<file path="config.mk">
export PLATFORM = sky130hd
export DESIGN_NAME = rpdw_walker
export DESIGN_NICKNAME = d
export VERILOG_FILES = /design/src/rpdw_walker_unused_guard.sv /design/src/rpdw_pkg.sv /design/src/rpdw_desc_mem.sv /design/src/rpdw_walker.sv
export VERILOG_INCLUDE_DIRS = /design/src
export SDC_FILE = /design/constraint.sdc
export NUM_CORES = 1
export LEC_CHECK = 0
export BUFFER_PORTS_ARGS = -buffer_cell sky130_fd_sc_hd__buf_2
export CAP_MARGIN = 30
export CORE_UTILIZATION = 59
export CTS_CLUSTER_DIAMETER = 40
export DETAILED_ROUTE_END_ITERATION = 8
export PLACE_DENSITY = 0.77
export RECOVER_POWER = 50
export SKIP_LAST_GASP = 1
export SYNTH_ARGS = -nofsm -noshare
export SYNTH_HDL_FRONTEND = slang
export SYNTH_SLANG_ARGS = --single-unit
</file>
<file path="constraint.sdc">
create_clock -name pclk -period 3.65 [get_ports pclk]
set_input_delay 0.73 -clock pclk [delete_from_list [all_inputs] [get_ports pclk]]
set_output_delay 0.73 -clock pclk [all_outputs]
set_load 0.005 [all_outputs]
</file>
<file path="src/rpdw_consts.svh">
// constants for the radio packet descriptor walker
`ifndef RPDW_CONSTS_SVH
`define RPDW_CONSTS_SVH
// descriptor word byte offsets, also the shadow register addresses
`define RPDW_OFF_NEXT 8'h00
`define RPDW_OFF_CTRL 8'h04
`define RPDW_OFF_PAYLOAD 8'h08
`define RPDW_OFF_TIMER 8'h0c
`define RPDW_OFF_SPARE 8'h10
// walker registers
`define RPDW_OFF_RUN 8'h20
`define RPDW_OFF_HEAD 8'h24
`define RPDW_OFF_STATUS 8'h28
`define RPDW_OFF_SEED 8'h2c
`define RPDW_OFF_REGION 8'h30
`define RPDW_OFF_CAPTURE 8'h34
`define RPDW_OFF_GLOBAL 8'h38
`define RPDW_WORD_RESET 32'h0000_0000
// control word fields
`define RPDW_B_CAL 0
`define RPDW_B_ALG2 1
`define RPDW_B_KEEP 2
`define RPDW_B_SEED 4
`define RPDW_B_ADV 5
`define RPDW_B_SN 6
`define RPDW_B_INC 7
`define RPDW_B_NEXTDIR 8
`define RPDW_B_TREADY 9
`define RPDW_B_PREADY 10
`define RPDW_B_WOFF 12
// timer word fields
`define RPDW_T2_MSB 19
`define RPDW_B_T2EN 20
`define RPDW_B_CSYNC 22
`define RPDW_B_CLAST 23
`define RPDW_B_ACKIRQ 24
// status fields
`define RPDW_S_ADDRERR 0
`define RPDW_S_ADDRIRQ 1
`define RPDW_S_CSYNC 2
`define RPDW_S_CLAST 3
`define RPDW_S_BUSY 4
`define RPDW_S_W1C_MASK 32'h0000_000f
// fixed crc seed
`define RPDW_CRC_FIXED 24'h555555
// timing
`define RPDW_CLK_PERIOD_NS 40
`define RPDW_US_NS 1000
`define RPDW_US_CYCLES (`RPDW_US_NS / `RPDW_CLK_PERIOD_NS)
`endif

</file>
<file path="src/rpdw_walker_unused_guard.sv">
// empty file, holds no module
`timescale 1ns/1ns
`default_nettype none
`default_nettype wire

</file>
<file path="src/rpdw_pkg.sv">
// types of the radio packet descriptor walker
`default_nettype none
package rpdw_pkg;
	// sequencer phases
	typedef enum logic [2:0] {
		RPDW_IDLE, RPDW_FETCH, RPDW_INIT2, RPDW_DINIT,
		RPDW_XFER, RPDW_WBACK, RPDW_NEXT
	} rpdw_state_t;
	// per-packet settings handed to the radio datapath
	typedef struct packed {
		logic full_cal;
		logic hop_alg2;
		logic chan_inc;
		logic advertising;
		logic auto_seqnum;
		logic always_advance;
		logic whitening_off;
		logic transmit;
		logic [23:0] crc_seed;
	} rpdw_radio_cfg_t;
endpackage
`default_nettype wire

</file>
<file path="src/rpdw_desc_mem.sv">
// five-word shadow of the current packet descriptor
`timescale 1ns/1ns
`default_nettype none
`include "rpdw_consts.svh"
module rpdw_desc_mem #(
	parameter int WORDS = 5
) (
	// clock and reset
	input wire logic clk,
	input wire logic rst_n,
	// write port
	input wire logic we,
	input wire logic [2:0] waddr,
	input wire logic [31:0] wdata,
	// registered read port
	input wire logic [2:0] raddr,
	output logic [31:0] rdata
);
	logic [31:0] mem [WORDS]; // descriptor words
	generate
		if (WORDS < 1 || WORDS > 8) begin : g_chk
			$error("rpdw_desc_mem: WORDS out of range");
		end
	endgenerate
	// storage, reset so readback is defined
	always_ff @(posedge clk or negedge rst_n) begin
		if (!rst_n) begin
			for (int i = 0; i < WORDS; i++) begin
				mem[i] <= `RPDW_WORD_RESET;
			end
		end else if (we && (int'(waddr) < WORDS)) begin
			mem[waddr] <= wdata;
		end
	end
	// read data always from a flop
	always_ff @(posedge clk or negedge rst_n) begin
		if (!rst_n) begin
			rdata <= `RPDW_WORD_RESET;
		end else if (int'(raddr) < WORDS) begin
			rdata <= mem[raddr];
		end else begin
			rdata <= `RPDW_WORD_RESET;
		end
	end
endmodule
`default_nettype wire

</file>
<file path="src/rpdw_walker.sv">
// radio packet descriptor walker: apb registers and linked-list sequencer
//
// Chosen here: the APB interface to the registers.
`timescale 1ns/1ns
`default_nettype none
`include "rpdw_consts.svh"
module rpdw_walker
	import rpdw_pkg::*;
#(
	parameter int DESC_WORDS = 5
) (
	// clock and reset
	input wire logic pclk,
	input wire logic presetn,
	// apb slave
	input wire logic psel,
	input wire logic penable,
	input wire logic pwrite,
	input wire logic [7:0] paddr,
	input wire logic [31:0] pwdata,
	output logic [31:0] prdata,
	output logic pready,
	output logic pslverr,
	// system ram read master
	output logic mem_req,
	output logic [31:0] mem_addr,
	input wire logic mem_ack,
	input wire logic [31:0] mem_rdata,
	// radio datapath
	output rpdw_radio_cfg_t radio_cfg,
	output logic [31:0] payload_buffer_address,
	output logic peer_ack_irq_enable,
	output logic xfer_start,
	input wire logic xfer_done,
	output logic keep_radio_token,
	output logic secondary_timer_trigger,
	// time capture sources
	input wire logic [31:0] interpolated_time,
	input wire logic sync_detect,
	input wire logic last_bit_done
);
	rpdw_state_t state; // sequencer phase
	logic run; // software enable of the walk
	logic [31:0] head; // first descriptor address
	logic [23:0] crc_seed_value; // programmed crc seed
	logic [7:0] ram_region; // top address byte of ram
	logic address_error_irq_enable; // global enable
	logic [31:0] time_capture_value; // captured time
	logic address_pointer_error; // sticky status
	logic addr_irq_flag; // sticky interrupt flag
	logic capture_sync_flag; // sticky capture flag
	logic capture_last_flag; // sticky capture flag
	logic [31:0] base; // current descriptor address
	logic [31:0] next_ptr; // fetched next pointer
	logic [31:0] ctrl; // fetched control word
	logic [31:0] tword; // fetched timer word
	logic [2:0] widx; // word being fetched
	logic current_direction; // 1 transmit
	logic [19:0] t2_left; // microseconds to trigger
	logic t2_armed; // secondary timer running
	logic [4:0] us_cnt; // microsecond divider
	logic us_tick; // one pulse each microsecond
	logic [31:0] mem_word; // shadow readback
	logic set_err; // address error event
	logic wr; // apb write strobe
	logic rd_map; // apb address is mapped
	localparam logic [4:0] US_LAST = 5'(`RPDW_US_CYCLES - 1);
	generate
		if (DESC_WORDS != 5 || `RPDW_US_CYCLES < 1 || `RPDW_US_CYCLES > 32) begin : g_chk
			$error("rpdw_walker: unsupported configuration");
		end
	endgenerate
	// word-aligned check, used for head and next pointers
	function automatic logic misaligned(input logic [31:0] a);
		misaligned = (a[1:0] != 2'b00);
	endfunction
	// address of descriptor word n
	function automatic logic [31:0] word_addr(input logic [31:0] b, input logic [2:0] n);
		word_addr = b + {27'h0, n, 2'b00};
	endfunction
	// apb decode; zero wait states since shadow data is registered from setup
	assign wr = psel && penable && pwrite;
	assign rd_map = (paddr[1:0] == 2'b00) && (paddr <= `RPDW_OFF_SPARE
		|| (paddr >= `RPDW_OFF_RUN && paddr <= `RPDW_OFF_GLOBAL));
	assign pready = 1'b1;
	assign pslverr = psel && penable && !rd_map;
	// read mux
	always_comb begin
		case (paddr)
			`RPDW_OFF_NEXT, `RPDW_OFF_CTRL, `RPDW_OFF_PAYLOAD,
			`RPDW_OFF_TIMER, `RPDW_OFF_SPARE: prdata = mem_word;
			`RPDW_OFF_RUN: prdata = {31'h0, run};
			`RPDW_OFF_HEAD: prdata = head;
			`RPDW_OFF_STATUS: prdata = {27'h0, state != RPDW_IDLE,
				capture_last_flag, capture_sync_flag, addr_irq_flag,
				address_pointer_error};
			`RPDW_OFF_SEED: prdata = {8'h0, crc_seed_value};
			`RPDW_OFF_REGION: prdata = {24'h0, ram_region};
			`RPDW_OFF_CAPTURE: prdata = time_capture_value;
			`RPDW_OFF_GLOBAL: prdata = {31'h0, address_error_irq_enable};
			default: prdata = 32'h0;
		endcase
	end
	// shadow of the descriptor: fetch has priority over software writes
	rpdw_desc_mem #(
		.WORDS(DESC_WORDS)
	) u_mem (
		.clk(pclk),
		.rst_n(presetn),
		.we((state == RPDW_FETCH && mem_ack) || (wr && paddr < `RPDW_OFF_RUN)),
		.waddr((state == RPDW_FETCH && mem_ack) ? widx : paddr[4:2]),
		.wdata((state == RPDW_FETCH && mem_ack) ? mem_rdata : pwdata),
		.raddr(paddr[4:2]),
		.rdata(mem_word)
	);
	// software configuration registers
	always_ff @(posedge pclk or negedge presetn) begin
		if (!presetn) begin
			run <= 1'b0;
			head <= `RPDW_WORD_RESET;
			crc_seed_value <= 24'h0;
			ram_region <= 8'h0;
			address_error_irq_enable <= 1'b0;
		end else if (wr) begin
			case (paddr)
				`RPDW_OFF_RUN: run <= pwdata[0];
				`RPDW_OFF_HEAD: head <= pwdata;
				`RPDW_OFF_SEED: crc_seed_value <= pwdata[23:0];
				`RPDW_OFF_REGION: ram_region <= pwdata[7:0];
				`RPDW_OFF_GLOBAL: address_error_irq_enable <= pwdata[0];
				default: ;
			endcase
		end
	end
	// address error event from head, next or payload pointer checks
	// the region check looks at the word just read, not the stale control copy
	assign set_err = (state == RPDW_IDLE && run && misaligned(head))
		|| (state == RPDW_NEXT && misaligned(next_ptr))
		|| (state == RPDW_INIT2 && mem_ack && mem_rdata[`RPDW_B_TREADY]
			&& payload_buffer_address[31:24] != ram_region);
	// sticky error flags; a new event beats a clear in the same cycle
	always_ff @(posedge pclk or negedge presetn) begin
		if (!presetn) begin
			address_pointer_error <= 1'b0;
			addr_irq_flag <= 1'b0;
		end else begin
			if (set_err) begin
				address_pointer_error <= 1'b1;
			end else if (wr && paddr == `RPDW_OFF_STATUS && pwdata[`RPDW_S_ADDRERR]) begin
				address_pointer_error <= 1'b0;
			end
			if (set_err && address_error_irq_enable) begin
				addr_irq_flag <= 1'b1;
			end else if (wr && paddr == `RPDW_OFF_STATUS && pwdata[`RPDW_S_ADDRIRQ]) begin
				addr_irq_flag <= 1'b0;
			end
		end
	end
	// time capture: the most recent enabled event stays in the register
	always_ff @(posedge pclk or negedge presetn) begin
		if (!presetn) begin
			time_capture_value <= `RPDW_WORD_RESET;
			capture_sync_flag <= 1'b0;
			capture_last_flag <= 1'b0;
		end else begin
			if (state == RPDW_XFER && ((sync_detect && tword[`RPDW_B_CSYNC])
				|| (last_bit_done && tword[`RPDW_B_CLAST]))) begin
				time_capture_value <= interpolated_time;
			end
			if (state == RPDW_XFER && sync_detect && tword[`RPDW_B_CSYNC]) begin
				capture_sync_flag <= 1'b1;
			end else if (wr && paddr == `RPDW_OFF_STATUS && pwdata[`RPDW_S_CSYNC]) begin
				capture_sync_flag <= 1'b0;
			end
			if (state == RPDW_XFER && last_bit_done && tword[`RPDW_B_CLAST]) begin
				capture_last_flag <= 1'b1;
			end else if (wr && paddr == `RPDW_OFF_STATUS && pwdata[`RPDW_S_CLAST]) begin
				capture_last_flag <= 1'b0;
			end
		end
	end
	// sequencer walking the linked list
	always_ff @(posedge pclk or negedge presetn) begin
		if (!presetn) begin
			state <= RPDW_IDLE;
			base <= `RPDW_WORD_RESET;
			widx <= 3'd0;
			next_ptr <= `RPDW_WORD_RESET;
			ctrl <= `RPDW_WORD_RESET;
			tword <= `RPDW_WORD_RESET;
			payload_buffer_address <= `RPDW_WORD_RESET;
			current_direction <= 1'b0;
		end else begin
			case (state)
				RPDW_IDLE: begin
					if (run && !misaligned(head)) begin
						base <= head;
						widx <= 3'd0;
						state <= RPDW_FETCH;
					end
				end
				RPDW_FETCH: begin
					if (mem_ack) begin
						case (widx)
							3'd0: next_ptr <= mem_rdata;
							3'd1: ctrl <= mem_rdata;
							3'd2: payload_buffer_address <= mem_rdata;
							3'd3: tword <= mem_rdata;
							default: ;
						endcase
						widx <= widx + 3'd1;
						if (widx == 3'(DESC_WORDS - 1)) begin
							state <= RPDW_INIT2;
						end
					end
				end
				RPDW_INIT2: begin
					// control word re-read until the table is marked ready
					if (mem_ack) begin
						ctrl <= mem_rdata;
						if (mem_rdata[`RPDW_B_TREADY]) begin
							state <= RPDW_DINIT;
						end
					end
				end
				RPDW_DINIT: begin
					// only a transmission waits for its payload
					if (!current_direction) begin
						state <= RPDW_XFER;
					end else if (mem_ack && mem_rdata[`RPDW_B_PREADY]) begin
						ctrl <= mem_rdata;
						state <= RPDW_XFER;
					end
				end
				RPDW_XFER: begin
					if (xfer_done) begin
						state <= RPDW_WBACK;
					end
				end
				RPDW_WBACK: begin
					current_direction <= ctrl[`RPDW_B_NEXTDIR];
					state <= RPDW_NEXT;
				end
				RPDW_NEXT: begin
					if (!run || misaligned(next_ptr)) begin
						state <= RPDW_IDLE;
					end else begin
						base <= next_ptr;
						widx <= 3'd0;
						state <= RPDW_FETCH;
					end
				end
				default: state <= RPDW_IDLE;
			endcase
		end
	end
	// ram read request held until acknowledged
	always_comb begin
		mem_req = 1'b0;
		mem_addr = base;
		case (state)
			RPDW_FETCH: begin
				mem_req = 1'b1;
				mem_addr = word_addr(base, widx);
			end
			RPDW_INIT2: begin
				mem_req = 1'b1;
				mem_addr = word_addr(base, 3'd1);
			end
			RPDW_DINIT: begin
				mem_req = current_direction;
				mem_addr = word_addr(base, 3'd1);
			end
			default: ;
		endcase
	end
	// transfer start pulse on entering the transfer phase
	always_ff @(posedge pclk or negedge presetn) begin
		if (!presetn) begin
			xfer_start <= 1'b0;
		end else begin
			xfer_start <= (state == RPDW_DINIT)
				&& (!current_direction || (mem_ack && mem_rdata[`RPDW_B_PREADY]));
		end
	end
	// radio settings decoded from the control word, peer ack enable from the timer word
	always_ff @(posedge pclk or negedge presetn) begin
		if (!presetn) begin
			radio_cfg <= '0;
			peer_ack_irq_enable <= 1'b0;
		end else begin
			radio_cfg.full_cal <= ctrl[`RPDW_B_CAL];
			radio_cfg.hop_alg2 <= ctrl[`RPDW_B_INC] && ctrl[`RPDW_B_ALG2];
			radio_cfg.chan_inc <= ctrl[`RPDW_B_INC];
			radio_cfg.advertising <= ctrl[`RPDW_B_ADV];
			radio_cfg.auto_seqnum <= ctrl[`RPDW_B_SN];
			radio_cfg.always_advance <= !ctrl[`RPDW_B_SN];
			radio_cfg.whitening_off <= ctrl[`RPDW_B_WOFF];
			radio_cfg.transmit <= current_direction;
			radio_cfg.crc_seed <= ctrl[`RPDW_B_SEED] ? crc_seed_value
				: `RPDW_CRC_FIXED;
			peer_ack_irq_enable <= tword[`RPDW_B_ACKIRQ];
		end
	end
	// radio token: held past the transfer only when asked
	always_ff @(posedge pclk or negedge presetn) begin
		if (!presetn) begin
			keep_radio_token <= 1'b0;
		end else if (state == RPDW_XFER) begin
			keep_radio_token <= 1'b1;
		end else if (state == RPDW_WBACK) begin
			keep_radio_token <= ctrl[`RPDW_B_KEEP];
		end else if (state == RPDW_IDLE) begin
			keep_radio_token <= 1'b0;
		end
	end
	// microsecond enable divider
	always_ff @(posedge pclk or negedge presetn) begin
		if (!presetn) begin
			us_cnt <= 5'd0;
			us_tick <= 1'b0;
		end else begin
			us_tick <= (us_cnt == US_LAST);
			us_cnt <= (us_cnt == US_LAST) ? 5'd0 : us_cnt + 5'd1;
		end
	end
	// secondary timer counts from the end of the sequence, first tick may be short
	always_ff @(posedge pclk or negedge presetn) begin
		if (!presetn) begin
			t2_armed <= 1'b0;
			t2_left <= 20'h0;
			secondary_timer_trigger <= 1'b0;
		end else begin
			secondary_timer_trigger <= 1'b0;
			if (state == RPDW_WBACK && tword[`RPDW_B_T2EN]) begin
				t2_armed <= 1'b1;
				t2_left <= tword[`RPDW_T2_MSB:0];
			end else if (t2_armed && us_tick) begin
				if (t2_left == 20'h0) begin
					t2_armed <= 1'b0;
					secondary_timer_trigger <= 1'b1;
				end else begin
					t2_left <= t2_left - 20'h1;
				end
			end
		end
	end
endmodule
`default_nettype wire

</file>
Yosys cells after proc, flatten, opt, wreduce, memory -nomap -nowiden
Cells that the tools add are included.
{ "op_classes": {"n_addsub": 5, "magnitude_cmp": 9, "n_eq_ne": 35, "n_mux": 57, "n_bitwise": 2, "reduce_logical": 81} }
{ "ops": {"columns": ["cell", "count"], "rows": [
  ["32-bit case mux with 8 select lines", 1],
  ["32-bit 2-to-1 mux", 7],
  ["160-bit bitwise mux", 1],
  ["32-bit case mux with 2 select lines", 2],
  ["32-bit binary-select mux with 3-bit select", 1],
  ["32-bit demux with 3-bit select", 1],
  ["13-bit 2-to-1 mux", 5],
  ["20-bit 2-to-1 mux", 3],
  ["8-bit by 6-bit == test with 1-bit output (second input constant)", 7],
  ["13-bit case mux with 3 select lines", 1],
  ["3-bit 2-to-1 mux", 12],
  ["1-bit logical AND", 34],
  ["32-bit by 3-bit adder with 32-bit output (second input constant)", 1],
  ["32-bit by 5-bit adder with 32-bit output", 1],
  ["24-bit 2-to-1 mux", 1],
  ["3-bit case mux with 7 select lines", 1],
  ["20-bit logical NOT", 1],
  ["20-bit by 1-bit subtractor with 20-bit output (second input constant)", 1],
  ["1-bit 2-to-1 mux", 18],
  ["2-bit inequality test (second input constant)", 9],
  ["2-bit nonzero test", 9],
  ["8-bit by 4-bit == test with 1-bit output (second input constant)", 2],
  ["2-bit AND reduction", 7],
  ["3-bit by 2-bit == test with 1-bit output (second input constant)", 4],
  ["33 further kinds", 59]
]} }
{ "totals": {"regBits": 498, "in_bits": 113, "output_inout_bits": 135} }

Longest topological paths before layout
{ "logic_depth": {"word_depth": 9, "depth_mapped": 11} }

Hierarchy
From an unflattened synthesis, not the netlist that was laid out.
{ "hier_totals": {"cells_unflattened": 1773, "area_unflattened_um2": 22301.4} }
{ "by_module_without_submodules": {"columns": ["module", "instances", "cells_per_inst", "area_per_inst_um2", "seq_area_each_um2"], "rows": [
  ["rpdw_walker", 1, 1250, 14312.5, 7532.2],
  ["rpdw_desc_mem", 1, 523, 7988.9, 4804.6]
]} }

Least setup slack after synthesis
Ideal clock, no wire load.
{ "synth_timing": {"path_kind": "reg2out", "startpoint": "register state[2]", "endpoint": "output port mem_addr[28]", "arrival_time_ps": 2651, "required_ps": 2920, "setup_slack_ps": 269, "path_stages_with_launch": 11, "path_cell_list": "dfrtp_1 > buf_2 > clkbuf_1 > nand2b_1 > and2_1 > ha_1 > a21oi_1 > or4_1 > clkbuf_1 > nor4_1 > xor2_1"} }
{ "synth_between": {"elab_chain_len": 3, "word_cells_on_any_way": 5, "cone_classes": "eq/ne: 3; mux: 1; reduce/logical: 1"} }
{ "synth_rtl": {"columns": ["item", "line_no", "rtl"], "rows": [
  ["start: declaration", "rpdw_walker.sv:42", "rpdw_state_t state;"],
  ["start signal: assignment", "rpdw_walker.sv:185", "state <= RPDW_IDLE;"],
  ["start signal: assignment", "rpdw_walker.sv:199", "state <= RPDW_FETCH;"],
  ["start signal: assignment", "rpdw_walker.sv:213", "state <= RPDW_INIT2;"],
  ["3-bit by 2-bit == test with 1-bit output", "rpdw_walker.sv:261", "case (state)"],
  ["2-bit OR reduction (no line)", null, null],
  ["32-bit case mux with 2 select lines *", "rpdw_walker.sv:261", null],
  ["end: declaration", "rpdw_walker.sv:26", "output logic [31:0] mem_addr,"]
]} }
Mark *: on every way between the ends. The rest lies on a longest branch, timed or not.

Final worst setup path
{ "layout_timing": {"startpoint": "register state[2]", "endpoint": "output port mem_addr[20]"} }
The elaborated chain is that of the path after synthesis.

==> results_dict.tcl <==
set metrics [dict create \
    finalClockSkew_ns 0.0156 \
    crit_buf_inv 1 \
    post-route-min-period_ns 3.67 \
    cp_max_fo 8 \
    slowest_stage "or4_4" \
    cp-start-kind "register" \
    multi_input_area_um2 9660 \
    timing.rr.end "base[15]$_DFFE_PN0P_" \
    synth_fa_ha_area_share_pct 0.759 \
    final_nets 2079 \
    synth_nets 1815 \
    syn_area_um2 22400 \
    slew_headroom_pct -23.6 \
    cts.clk_slew.worst_paths_ns 0.06 \
    status "finished with violations" \
    place_ws_ns 0.297 \
    totalNegativeSetupSlack_ns -0.0462 \
    setup_ws_ns -0.0238 \
    min_to "time_capture_value[15]$_DFFE_PN0P_" \
    utilization_pct 70.9 \
    ant_nets 0 \
    crit_arrival_ns 2.94 \
    grt_first_pass_wirelength_mm 95.2 \
    port_buffers 246 \
    insertion_delay_ns 0.62 \
    antenna_found_initial 5 \
    worstMarginPinSlew_ns 1.85 \
    setup-violations-final 3 \
    whs_path_depth 2 \
    slew_violations 69 \
    final_cell_count_no_fill 2518 \
    worst_r2r_path_depth 7 \
    drt_wl_total_mm 61.9 \
    start_util_pct 59.7 \
    reg2reg_from "state[2]$_DFFE_PN0P_" \
    worstSetupPathType "reg2out" \
    postSynthCellCount 1689 \
    yosysTopAreaCell "dfrtp_1" \
    intPower_w 0.0134 \
    drt_first_pass_iters 5 \
    die_h_um 197 \
    grt_max_degree 88 \
    gp_congestion 0.956 \
    hold_path.class "in2reg" \
    rrSetupSlack_ns 0.94 \
    p_clk_share_pct 31.5 \
    synth-edff-count 0 \
    muxShareOfSynthArea_pct 26.0 \
    io_pins 248 \
    hold_viol_final 0 \
    cts_tree "done" \
    yosysWarnings 0 \
    worstPathCellList "nand2b_4, and2_4, ha_4, a21oi_2, or4_4, nor2_1, xor2_1, buf_2" \
    critPathTopFamily "simple AND/OR/NAND/NOR gates" \
    cts.sinks 493 \
    wl_per_cell_um 24.6 \
    grt_remaining_overflow 0 \
    cts_buffer_depth 3 \
    min-delay-start "interpolated_time[15]" \
    synthTopCellsByArea "dfrtp_1, mux2_2, mux4_2" \
    die-area_um2 38800 \
    netlist_top_cells_count "dfrtp_1, mux2_2, nand2_1" \
    rsz0062_at_grt "true" \
    ys_seq_elements 493 \
    route.detailed.drc 0 \
    cts_buffers 61 \
    gr-usage-all-layers_pct 32.7 \
    synth-compound-area-share_pct 6.80 \
    p_sw_share_pct 30.2 \
    detail_route.vias_per_cell 6.12 \
    root_buffer "clkbuf_16" \
    vias 15400 \
    crit_required_ns 2.92 \
    yosysSeqAreaShare_pct 55.0 \
    synth_xor_xnor_area_share_pct 1.48 \
    register_area_um2 12300 \
    ys.flop_type "dfrtp_1" \
    drive_above_1_share_pct 46.7 \
    core_um2 37600 \
    end_kind "primary output" \
    vdd_ir_drop_max_mv 0.601 \
    period_share_pct 101 \
    avgSynthCellArea_um2 13.3 \
    cts.hold.buffers_added 0 \
    power_switching_w 0.00582 \
    dp_hpwl_mm 43.2 \
    h-tree-depth 2 \
    num_rows 71 \
    combinationalPowerShare_pct 25.6 \
    synthSimpleGateAreaFrac_pct 6.83 \
    drv_cap 2 \
    leakage_nw 12.8 \
    dp.cells 2396 \
    seq_power_share_pct 42.9 \
    grt_pass1_vias 15800 \
    synth_top_area_share_pct 55.0 \
    violations "max-capacitance violations, max-slew violations, negative setup slack" \
    fillers 2544 \
    die_x_um 197 \
    synth_top_family_by_area "multiplexers" \
    max_clock_freq_mhz 272 \
    syn2layout_area_growth_pct 18.7 \
    slowest_delay_ns 0.68 \
    async_flop_share_pct 100 \
    yosysMostFrequentCell "dfrtp_1" \
    drtIter0Drc 1191 \
    power.density_nw_per_um2 723 \
    total_power_w 0.0193 \
    synth_cell_types 74 \
]
power groups by stage:
stage | Clock, W | Sequential (W) | Combinational, W
after floorplan | 0 | 0.00793 | 0.00341
after global placement | 0 | 0.00821 | 0.00461
after detailed placement | 0 | 0.00829 | 0.00483
after CTS | 0.00615 | 0.00823 | 0.00494
after global routing | 0.00637 | 0.00844 | 0.00533
final | 0.00606 | 0.00826 | 0.00493
layer usage:
layer	up-vias	share of wire, %	global-route usage, %
li1	6695	-	-
met1	8049	42	45.2
met2	544	48	51.9
met3	126	6.1	5.42
met4	0	3.4	12.8
met5	-	0	0
flip-flops by register name, indices dropped and copies added, names as in the netlist, 3 cells and up:
register / flops
radio_cfg: 32
ctrl: 9
time_capture_value: 32
base: 32
head: 32
u_mem.mem: 160
t2_left: 20
tword: 24
payload_buffer_address: 32
widx: 3
u_mem.rdata: 32
us_cnt: 5
state: 3
crc_seed_value: 24
ram_region: 8
next_ptr: 32
cell usage in the layout, fill, tap and decap left out, types with 10 or more instances in the layout:
cell and n:
mux2_2 450, nand4_1 10, o21ai_0 61, buf_2 245
nor2_1 31, buf_4 45, nand2b_1 14, xnor2_1 22
a22oi_1 54, nand2_1 83, xor2_1 12, inv_1 52
clkbuf_1 16, and3_1 11, a21oi_1 18, nor3_1 13
nor4_1 12, dfrtp_1 492, clkbuf_16 61, and2_1 14
and2_0 10, nand3_1 14, mux4_2 32
repair_timing:
item / CTS / global route
setup buffers: 3 / 1
cloned: 1 / 0
gates resized for setup: 23 / 14
endpoints found under the hold margin: 0 / 0
endpoints found under the setup margin: 22 / 16
pin swaps: 6 / 10
how the worst max path moves through the flow:
stage                                    start           end  slack (ns)  cells past startpoint
after floorplan           state[2]$_DFFE_PN0P_  mem_addr[28]        0.27                     10
after global placement                paddr[1]    prdata[13]        0.34                      7
after detailed placement   widx[0]$_DFFE_PN0P_  mem_addr[28]        0.30                      9
after CTS                 state[2]$_DFFE_PN0P_  mem_addr[14]      -0.001                      9
after global routing      state[2]$_DFFE_PN0P_  mem_addr[22]       -0.11                      8
final                     state[2]$_DFFE_PN0P_  mem_addr[20]       -0.02                      8
through the flow:
stage	cell area (um2)	hold slack, ns
6_report	26600	0.337
3_5_place_dp	24400	0.364
3_3_place_gp	24400	0.354
5_1_grt	26600	0.329
4_1_cts	26600	0.0864
2_1_floorplan	22400	0.349
cell type report:
| type | instances | share of cell area (%) |
|---|---|---|
| diodes | 4 | 0.0376 |
| multi-input cells | 1038 | 36.3 |
| clock buffers | 78 | 6.16 |
| inverters | 52 | 0.733 |
| repair buffers | 307 | 6.48 |
| well taps | 511 | 2.40 |
| flip-flops and latches | 493 | 46.3 |
| clock inverters | 35 | 1.59 |
cells by family (layout without fill, tap and decap cells):
| kind of cell | Yosys count | count (layout) |
|---|---|---|
| compound gates | 219 | 219 |
| xor+xnor | 38 | 38 |
| fa+ha+maj | 13 | 13 |
| buf+inv | 158 | 472 |
| flops | 493 | 493 |
| mux | 486 | 486 |
| other cells | 1 | 5 |
| simple gates | 281 | 281 |
Note: power is estimated with default switching activity, not from simulation.
